===== config.mk =====
export PLATFORM = sky130hd
export DESIGN_NAME = bwcr_regs
export DESIGN_NICKNAME = d
export VERILOG_FILES = /design/src/common/bwcr_pkg.sv /design/src/bwcr_regs.sv
export SDC_FILE = /design/constraint.sdc
export NUM_CORES = 1
export LEC_CHECK = 0
export ABC_AREA = 1
export BUFFER_PORTS_ARGS = -buffer_cell sky130_fd_sc_hd__buf_2
export CORE_ASPECT_RATIO = 1.1
export CORE_UTILIZATION = 53
export DETAILED_ROUTE_END_ITERATION = 12
export PLACE_DENSITY = 0.81
export SYNTH_ARGS = -nofsm -noshare
export SYNTH_HDL_FRONTEND = slang
export SYNTH_SLANG_ARGS = --single-unit

===== constraint.sdc =====
create_clock -name ref_clk -period 1.9 [get_ports ref_clk]
set_input_delay 0.19 -clock ref_clk [delete_from_list [all_inputs] [get_ports ref_clk]]
set_output_delay 0.19 -clock ref_clk [all_outputs]
set_load 0.02 [all_outputs]

===== src/common/bwcr_pkg.sv =====
// Constants for the bridge window and control register bank
package bwcr_pkg;

	// ----------------------------------------------------------------
	// Register offsets (byte addresses)
	// ----------------------------------------------------------------
	localparam logic [7:0] BWCR_OFF_PF_TOP_HIGH = 8'h2c;
	localparam logic [7:0] BWCR_OFF_IO_HIGH = 8'h30;
	localparam logic [7:0] BWCR_OFF_CAP_START = 8'h34;
	localparam logic [7:0] BWCR_OFF_IRQ_BCTL = 8'h3c;

	// ----------------------------------------------------------------
	// Reset values
	// ----------------------------------------------------------------
	localparam logic [31:0] BWCR_PF_TOP_HIGH_RST = 32'h0000_0000;
	localparam logic [15:0] BWCR_IO_HALF_RST = 16'h0000;
	localparam logic [7:0] BWCR_CAP_START_VAL = 8'h40;
	localparam logic [7:0] BWCR_IRQ_LINE_RST = 8'h00;
	localparam logic [7:0] BWCR_IRQ_PIN_RST = 8'h00;

	// ----------------------------------------------------------------
	// Bridge control bit positions within the 3Ch word
	// ----------------------------------------------------------------
	localparam int BWCR_BC_POISON = 16;
	localparam int BWCR_BC_ERRFWD = 17;
	localparam int BWCR_BC_ISA = 18;
	localparam int BWCR_BC_VGA = 19;
	localparam int BWCR_BC_VGA16 = 20;
	localparam int BWCR_BC_SECRST = 22;

	// ----------------------------------------------------------------
	// Address decode constants
	// ----------------------------------------------------------------
	localparam logic [19:0] BWCR_PF_LOW_ONES = 20'hF_FFFF;
	localparam logic [31:0] BWCR_VGA_MEM_LO = 32'h000A_0000;
	localparam logic [31:0] BWCR_VGA_MEM_HI = 32'h000B_FFFF;
	localparam logic [9:0] BWCR_VGA_IO_A_LO = 10'h3b0;
	localparam logic [9:0] BWCR_VGA_IO_A_HI = 10'h3bb;
	localparam logic [9:0] BWCR_VGA_IO_B_LO = 10'h3c0;
	localparam logic [9:0] BWCR_VGA_IO_B_HI = 10'h3df;

endpackage : bwcr_pkg


===== src/bwcr_regs.sv =====
// Bridge window upper halves, capability start, interrupt and bridge control
//
// Operation
// - Prefetch window top bits 63:32, RW, zero
// - I/O window bottom bits 31:16, RW, zero
// - I/O window top bits 31:16, RW, zero
// - Capability start reads 40h
// - Hot-plug raises INTA; pin field reads 00h
// - Downstream pin default loadable before read
// - Bit 16 enables poisoned TLP reporting
// - Bit 17 forwards error messages upstream
// - Bit 18 clear: window I/O goes downstream
// - Bit 18 set: ISA aliases go upstream
// - Bit 19 forwards VGA memory range
// - VGA I/O ranges 3B0-3BB, 3C0-3DF
// - Bit 20 selects 10 or 16 bit decode
// - Bit 22 triggers hot reset
// - Downstream port: reset own attached device
// - Upstream port: reset all downstream ports
// - Bits 21, 23-27 read zero
// - Prefetch top low bits taken as ones
//
// The implementer's own choice: the strobed register port.
`timescale 1ns/10ps
`default_nettype none

module bwcr_regs
	import bwcr_pkg::*;
#(
	parameter int DN_PORTS = 5
) (
	// Clock and reset
	input wire logic ref_clk,
	input wire logic rst_n,
	// Register port
	input wire logic [7:0] reg_addr,
	input wire logic [31:0] reg_wdata,
	input wire logic reg_wr,
	input wire logic reg_rd,
	output logic [31:0] reg_rdata,
	// Port role and interrupt pin load
	input wire logic is_downstream,
	input wire logic pin_load_valid,
	input wire logic [7:0] pin_load_value,
	// Event inputs
	input wire logic hotplug_event,
	input wire logic poison_seen,
	input wire logic err_msg_seen,
	// I/O request decode
	input wire logic io_req_valid,
	input wire logic [31:0] io_req_addr,
	input wire logic [15:0] io_bottom_low,
	input wire logic [15:0] io_top_low,
	// Memory request decode
	input wire logic mem_req_valid,
	input wire logic [63:0] mem_req_addr,
	input wire logic [11:0] pf_top_mid,
	// Decode results
	output logic io_fwd_down,
	output logic io_fwd_up,
	output logic vga_fwd,
	output logic mem_below_pf_top,
	output logic dec_valid,
	// Event results
	output logic inta_assert,
	output logic poison_report,
	output logic err_msg_fwd,
	// Resets out
	output logic hot_reset_req,
	output logic [DN_PORTS-1:0] port_rst_n
);

	// ----------------------------------------------------------------
	// Helpers
	// ----------------------------------------------------------------

	// VGA I/O alias check on the low ten address bits
	function automatic logic vga_io_hit(input logic [31:0] a,
		input logic wide);
		logic low_ok;
		low_ok = (a[9:0] >= BWCR_VGA_IO_A_LO && a[9:0] <= BWCR_VGA_IO_A_HI)
			|| (a[9:0] >= BWCR_VGA_IO_B_LO && a[9:0] <= BWCR_VGA_IO_B_HI);
		return low_ok && (a[31:16] == 16'h0000)
			&& (!wide || a[15:10] == 6'h00);
	endfunction : vga_io_hit

	// ----------------------------------------------------------------
	// Storage
	// ----------------------------------------------------------------
	logic [31:0] pf_top_high_q;
	logic [15:0] io_bottom_high_q;
	logic [15:0] io_top_high_q;
	logic [7:0] irq_line_q;
	logic [7:0] irq_pin_q;
	logic poison_en_q;
	logic err_fwd_en_q;
	logic isa_en_q;
	logic vga_en_q;
	logic vga16_q;
	logic sec_rst_q;
	logic [31:0] rdata_q;
	logic [15:0] bctl_word;
	logic wr_pf;
	logic wr_io;
	logic wr_irq;

	assign wr_pf = reg_wr && reg_addr == BWCR_OFF_PF_TOP_HIGH;
	assign wr_io = reg_wr && reg_addr == BWCR_OFF_IO_HIGH;
	assign wr_irq = reg_wr && reg_addr == BWCR_OFF_IRQ_BCTL;

	// Bridge control upper half; fixed bits tie to zero
	assign bctl_word = {4'h0, 5'h00, sec_rst_q, 1'b0, vga16_q, vga_en_q,
		isa_en_q, err_fwd_en_q, poison_en_q};

	// Prefetch window top upper word
	always_ff @(posedge ref_clk or negedge rst_n) begin
		if (!rst_n) begin
			pf_top_high_q <= BWCR_PF_TOP_HIGH_RST;
		end else if (wr_pf) begin
			pf_top_high_q <= reg_wdata;
		end
	end

	// I/O window upper halves
	always_ff @(posedge ref_clk or negedge rst_n) begin
		if (!rst_n) begin
			io_bottom_high_q <= BWCR_IO_HALF_RST;
			io_top_high_q <= BWCR_IO_HALF_RST;
		end else if (wr_io) begin
			io_bottom_high_q <= reg_wdata[15:0];
			io_top_high_q <= reg_wdata[31:16];
		end
	end

	// Interrupt line scratch byte
	always_ff @(posedge ref_clk or negedge rst_n) begin
		if (!rst_n) begin
			irq_line_q <= BWCR_IRQ_LINE_RST;
		end else if (wr_irq) begin
			irq_line_q <= reg_wdata[7:0];
		end
	end

	// Interrupt pin default, replaceable on downstream ports
	always_ff @(posedge ref_clk or negedge rst_n) begin
		if (!rst_n) begin
			irq_pin_q <= BWCR_IRQ_PIN_RST;
		end else if (pin_load_valid && is_downstream) begin
			irq_pin_q <= pin_load_value;
		end
	end

	// Writable bridge control bits
	always_ff @(posedge ref_clk or negedge rst_n) begin
		if (!rst_n) begin
			poison_en_q <= 1'b0;
			err_fwd_en_q <= 1'b0;
			isa_en_q <= 1'b0;
			vga_en_q <= 1'b0;
			vga16_q <= 1'b0;
			sec_rst_q <= 1'b0;
		end else if (wr_irq) begin
			poison_en_q <= reg_wdata[BWCR_BC_POISON];
			err_fwd_en_q <= reg_wdata[BWCR_BC_ERRFWD];
			isa_en_q <= reg_wdata[BWCR_BC_ISA];
			vga_en_q <= reg_wdata[BWCR_BC_VGA];
			vga16_q <= reg_wdata[BWCR_BC_VGA16];
			sec_rst_q <= reg_wdata[BWCR_BC_SECRST];
		end
	end

	// ----------------------------------------------------------------
	// Read path: data valid only in the cycle after the strobe
	// ----------------------------------------------------------------
	always_ff @(posedge ref_clk or negedge rst_n) begin
		if (!rst_n) begin
			rdata_q <= 32'h0000_0000;
		end else if (reg_rd) begin
			unique case (reg_addr)
				BWCR_OFF_PF_TOP_HIGH: rdata_q <= pf_top_high_q;
				BWCR_OFF_IO_HIGH: rdata_q <= {io_top_high_q, io_bottom_high_q};
				BWCR_OFF_CAP_START: rdata_q <= {24'h00_0000,
					BWCR_CAP_START_VAL};
				BWCR_OFF_IRQ_BCTL: rdata_q <= {bctl_word, irq_pin_q,
					irq_line_q};
				default: rdata_q <= 32'h0000_0000;
			endcase
		end else begin
			rdata_q <= 32'h0000_0000;
		end
	end
	assign reg_rdata = rdata_q;

	// ----------------------------------------------------------------
	// Forwarding decode, registered one cycle after request
	// ----------------------------------------------------------------
	logic [31:0] io_lo;
	logic [31:0] io_hi;
	logic io_in_win;
	logic isa_alias;
	logic [63:0] pf_top_full;
	logic io_down_q;
	logic io_up_q;
	logic vga_q;
	logic mem_top_q;
	logic dec_valid_q;

	assign io_lo = {io_bottom_high_q, io_bottom_low};
	assign io_hi = {io_top_high_q, io_top_low};
	assign io_in_win = io_req_addr >= io_lo && io_req_addr <= io_hi;
	// Top 768 bytes of each 1KB block inside the first 64KB
	assign isa_alias = io_req_addr[31:16] == 16'h0000
		&& io_req_addr[9:8] != 2'b00;
	assign pf_top_full = {pf_top_high_q, pf_top_mid, BWCR_PF_LOW_ONES};

	// I/O direction decision
	always_ff @(posedge ref_clk or negedge rst_n) begin
		if (!rst_n) begin
			io_down_q <= 1'b0;
			io_up_q <= 1'b0;
		end else if (io_req_valid) begin
			io_down_q <= io_in_win && !(isa_en_q && isa_alias);
			io_up_q <= io_in_win && isa_en_q && isa_alias;
		end else begin
			io_down_q <= 1'b0;
			io_up_q <= 1'b0;
		end
	end

	// VGA memory and I/O decode
	always_ff @(posedge ref_clk or negedge rst_n) begin
		if (!rst_n) begin
			vga_q <= 1'b0;
		end else if (io_req_valid) begin
			vga_q <= vga_en_q && vga_io_hit(io_req_addr, vga16_q);
		end else if (mem_req_valid) begin
			vga_q <= vga_en_q && mem_req_addr >= {32'h0000_0000,
				BWCR_VGA_MEM_LO} && mem_req_addr <= {32'h0000_0000,
				BWCR_VGA_MEM_HI};
		end else begin
			vga_q <= 1'b0;
		end
	end

	// Prefetch top comparison and result strobe
	always_ff @(posedge ref_clk or negedge rst_n) begin
		if (!rst_n) begin
			mem_top_q <= 1'b0;
			dec_valid_q <= 1'b0;
		end else begin
			mem_top_q <= mem_req_valid && mem_req_addr <= pf_top_full;
			dec_valid_q <= io_req_valid || mem_req_valid;
		end
	end
	assign io_fwd_down = io_down_q;
	assign io_fwd_up = io_up_q;
	assign vga_fwd = vga_q;
	assign mem_below_pf_top = mem_top_q;
	assign dec_valid = dec_valid_q;

	// ----------------------------------------------------------------
	// Events and resets
	// ----------------------------------------------------------------
	logic inta_q;
	logic poison_q;
	logic err_q;
	logic [DN_PORTS-1:0] prst_n_q;

	// Event registers; poison and error gated by control bits, hot-plug INTA ungated
	always_ff @(posedge ref_clk or negedge rst_n) begin
		if (!rst_n) begin
			inta_q <= 1'b0;
			poison_q <= 1'b0;
			err_q <= 1'b0;
		end else begin
			inta_q <= hotplug_event;
			poison_q <= poison_seen && poison_en_q;
			err_q <= err_msg_seen && err_fwd_en_q;
		end
	end

	// Downstream port resets, active low
	always_ff @(posedge ref_clk or negedge rst_n) begin
		if (!rst_n) begin
			prst_n_q <= '1;
		end else if (!sec_rst_q) begin
			prst_n_q <= '1;
		end else if (is_downstream) begin
			prst_n_q <= {{(DN_PORTS-1){1'b1}}, 1'b0};
		end else begin
			prst_n_q <= '0;
		end
	end
	assign inta_assert = inta_q;
	assign poison_report = poison_q;
	assign err_msg_fwd = err_q;
	assign hot_reset_req = sec_rst_q;
	assign port_rst_n = prst_n_q;
endmodule : bwcr_regs

`default_nettype wire


### Word level (Yosys, flattened, before mapping)

Cells that the tools add are included.

| operators by class | value |
|---|---|
| magnitude comparators | 9 |
| equality and inequality tests | 4 |
| multiplexer cells | 8 |
| reductions and logical operators | 28 |

Operators by type and width:

| kind | number |
|---|---|
| $pmux 32 s4 | 1 |
| $ge 64x20->1 const B | 1 |
| $le 64x20->1 const B | 1 |
| $le 64x64->1 | 1 |
| $eq 8x6->1 const B | 4 |
| $ge 32x32->1 | 1 |
| $le 32x32->1 | 1 |
| $mux 32 | 1 |
| $ge 10x10->1 const B | 2 |
| $le 10x10->1 const B | 2 |
| $logic_and 1x1->1 | 20 |
| $logic_not 16->1 | 1 |
| $mux 5 | 2 |
| $logic_not 6->1 | 1 |
| $mux 1 | 4 |
| $logic_or 1x1->1 | 3 |
| $logic_not 1->1 | 2 |
| $reduce_bool 2->1 | 1 |

| word-level totals | value |
|---|---|
| flip-flop bits (word level) | 131 |
| input port bits | 199 |

### Depth between registers and ports, before layout

| logic depth | value |
|---|---|
| word-level depth | 7 |
| mapped depth | 16 |
| depth with buffers taken out | 16 |

### Least setup slack after synthesis

OpenSTA, ideal clock, no wires.

| timing path | value |
|---|---|
| path type | register to register |
| from | register pf_top_high_q[31] |
| to | register mem_top_q (netlist: mem_below_pf_top) |
| setup time | 0.121 ns |
| data arrival time | 1.384 ns |
| data required time | 1.779 ns |
| slack | 0.395 ns |
| stages on the path, launching flop included | 11 |
| path through | dfrtp_1 inv_1 ha_1 nand2_1 nor2_1 nand4_1 nor2_1 nor2b_1 nand2_1 nand3_1 a21oi_1 |

| between the ends | value |
|---|---|
| longest elaborated chain between the ends | 2 |

RTL lines:

| element | RTL line | source |
|---|---|---|
| start, declared | bwcr_regs.sv:90 | `logic [31:0] pf_top_high_q;` |
| start signal, assigned | bwcr_regs.sv:120 | `pf_top_high_q <= reg_wdata;` |
| $le 64x64->1 | bwcr_regs.sv:251 | `mem_top_q <= mem_req_valid && mem_req_addr <= pf_top_full;` |
| $logic_and 1x1->1 | bwcr_regs.sv:251 |  |
| end signal, assigned | bwcr_regs.sv:251 |  |
| end, declared | bwcr_regs.sv:205 | `logic mem_top_q;` |

No other way between the ends.
A chain may end at the register's enable or synchronous reset.

### Final worst setup path

Ends and elaborated chain as after synthesis.

==> impl_metrics.ini <==
[grt]
grt_pass1_vias = 7807
antenna_found_initial = 0
grt_max_degree = 65
grt_pass1_wl_mm = 37.27
grtUsageTotal_pct = 30.02
grt_overflow = 0

[power]
combPwrFrac_pct = 14.2
pwr-share-clk_pct = 49.1
p_per_area_nw_per_um2 = 754.2
leakagePower_nw = 5.684
irDropWorstVdd_v = 0.0004701
internal_power_mw = 5.995
switching_share_pct = 24.53
p_sw_mw = 1.948
seqPwrFrac_pct = 36.6

[detailed_routing]
dr.pass1.iters = 6
num_vias = 7922
route.detailed.drc = 0
drtIter0Drc = 402
wl_per_cell_um = 15.75
routed_wl_mm = 23.70
vias_per_cell = 5.264
ant_nets = 0

[yosys]
syn_area_per_cell_um2 = 8.014
synth-simple-area-share_pct = 19.08
ys_async_sr_fraction_pct = 100.0
synth-seq-cells = 128
ys_seq_area_share_pct = 38.46
syn_inst = 1040
synth_compound_area_share_pct = 14.49
yosys_warnings = 0
synth_top_family_by_area = simple AND/OR/NAND/NOR gates
synth_fa_ha_area_share_pct = 16.21
synth.cell_area_um2 = 8334
synth-xor-area-share_pct = 0
synth_flop_cell = dfrtp_1
synth-edff-count = 0
yosysUniqueCellTypes = 43
yosys-mux-area-fraction_pct = 1.081
synth_fp_nets = 1347

[cells_and_area]
ff_latch_area_um2 = 3206
final_nets = 1603
layoutNonFillerInstCount = 1505
diodes = 0
fillers = 1262
multi_input_area_um2 = 4244
drive_above_1_share_pct = 26.74
fin_util_pct = 69.14
synthToLayoutAreaGrowth_pct = 26.36

[timing]
fin_skew_ns = 0.007513
timing.final.crit_share_pct = 94.22
fin_tns_setup_ns = 0
hold_viol = 0
fin_ws_ns = 0.1098
fin_crit_ns = 1.790
tightest_slew_ns = 1.136
slew-limit-headroom_pct = 24.26
slew_viol_final = 0
timing.hold.ws_ns = 0.006694
fmax_mhz = 558.6
setup_viol = 0

[setup_path]
critPathLaunchType = flop
cp_max_fo = 3
arrival_ns = 2.10
critPathKind = flop to flop
critPathCaptureType = flop
cp.required_ns = 2.21

[clocking]
clk_path_buf_depth = 2
cts_tree = yes
clock_sinks = 128
clk_latency_ns = 0.42
htreeDepth = 4
cts_buffers = 17
path_clk_slew_ns = 0.06
cts_root_buf = clkbuf_16

[run]
maxCapViolations = 0

[die]
num_io_pins = 245
rows = 47
dieArea_um2 = 16230
fp.dieW_um = 121.6
die_h_um = 133.5
floorplan.initialDensity_pct = 54.72
core_area_um2 = 15230

[worst_hold_path]
hold_path_class = input pin to flop

[outcome]
status = complete, no violations

[placed_design]
placed_cells_incl_taps = 1465
place_ws_ns = 0.07015
dp_hpwl_mm = 18.27
gp_congestion = 0.8605
io_buffer_count = 244
==> placed cells by master (no fill, tap or decap), types with 4 or more instances in the layout <==
cell             n
buf_2          243
o21ai_0         40
nand3_1         14
clkinv_4         4
bufinv_16        7
nor4_1           6
o21ai_2         32
o22ai_1         10
nand2_1        257
nand4_1         12
inv_1          185
o21ai_1         20
dfrtp_1        126
o21a_1           4
nor2_1          78
buf_4           11
a21oi_1         66
o221ai_1        12
ha_1           108
clkbuf_16       17
mux2_2           8
a21o_1           5
dlygate4sd3_1    8
==> routing by layer <==
layer  vias to the layer above  GRT usage (%)  routed length (um)
met4                         0          13.79                 985
li1                       3871              -                   -
met2                       342          54.07               11940
met5                         -              0                   0
met1                      3634          33.91                9050
met3                        75          5.651                1724
==> kinds of logic after synthesis <==
group	after synthesis
compound gates	195
fa+ha+maj	108
buf+inv	215
flops	128
mux	8
simple gates	386
==> stage by stage <==
step / instance area, um2 / total power, mW
3_3_place_gp: 9736 / 4.006
2_1_floorplan: 8334 / 3.539
4_1_cts: 10530 / 7.974
5_1_grt: 10530 / 8.270
6_report: 10530 / 7.943
3_5_place_dp: 9736 / 4.055
==> state kept, by name (all words and copies together), names as in the netlist, 2 cells and up <==
register	count
io_bottom_high_q	16
io_top_high_q	16
irq_line_q	8
irq_pin_q	8
pf_top_high_q	32
port_rst_n	2
reg_rdata	32
==> synthesized netlist by cell type (2+ instances only) <==
cell	instances	area [um2]
o21ai_0	40	200.2
inv_2	2	7.510
o21a_1	4	30.03
a21o_1	5	37.54
nor2_1	79	296.5
a21oi_1	66	330.3
buf_4	4	30.03
o221ai_1	12	105.1
nand3_1	14	70.07
nand2_1	257	964.7
ha_1	108	1351
clkbuf_1	5	18.77
o21ai_2	32	280.3
dfstp_2	2	52.55
o21ai_1	20	100.1
dfrtp_1	126	3153
nand4_1	12	75.07
buf_6	7	78.83
nor4_1	6	37.54
o22ai_1	10	62.56
buf_2	10	50.05
mux2_2	8	90.09
or2_2	2	12.51
nand2_2	3	18.77
inv_1	185	694.4
nand2_4	2	22.52
nor3_1	3	15.01
==> critical path, cell delays in order (launching register included) <==
cell and delay [ns]:
dfrtp_1 0.36, inv_1 0.05, ha_1 0.29, nand2_1 0.08, nor2_2 0.16, nand4_1 0.15
nor2_1 0.20, nor2b_2 0.20, nand2_1 0.07, nand3_1 0.06, a21oi_1 0.06
==> final cells by class <==
type                            instances  share of cell area, %
Tap cell                              196                  2.329
Clock inverter                         13                  2.447
Clock buffer                           19                  4.301
Timing Repair Buffer                  264                  13.47
Inverter                              188                  6.713
Sequential cell                       128                  30.44
Multi-Input combinational cell        697                  40.30
==> power groups by stage <==
stage | combinational, mW | clock (mW) | sequential [mW]
after global placement | 1.06 | 0 | 2.95
final | 1.13 | 3.90 | 2.91
after CTS | 1.13 | 3.93 | 2.91
after detailed placement | 1.10 | 0 | 2.95
after floorplan | 0.594 | 0 | 2.95
after global routing | 1.29 | 4.06 | 2.92
==> final timing paths <==
check	startpoint	endpoint	slack, ns	cells after the start
worst max-delay path	pf_top_high_q[31]	mem_below_pf_top	0.11	10
worst min register to register	pf_top_high_q[13]	pf_top_high_q[13]	0.48	2
worst min-delay path	mem_req_valid	dec_valid	0.007	3
min in group asynchronous	rst_n	irq_pin_q[7]	0.24	2
worst max register to register	pf_top_high_q[31]	mem_below_pf_top	0.11	10
max in group asynchronous	rst_n	err_fwd_en_q	0.99	3
==> what timing repair did <==
action	CTS	global route
endpoints found under the hold margin	28	0
buffers inserted	0	0
resized for setup	0	2
hold buffers	8	0
setup endpoints to repair	0	1
No activity file was read; power rests on OpenSTA's default activity.
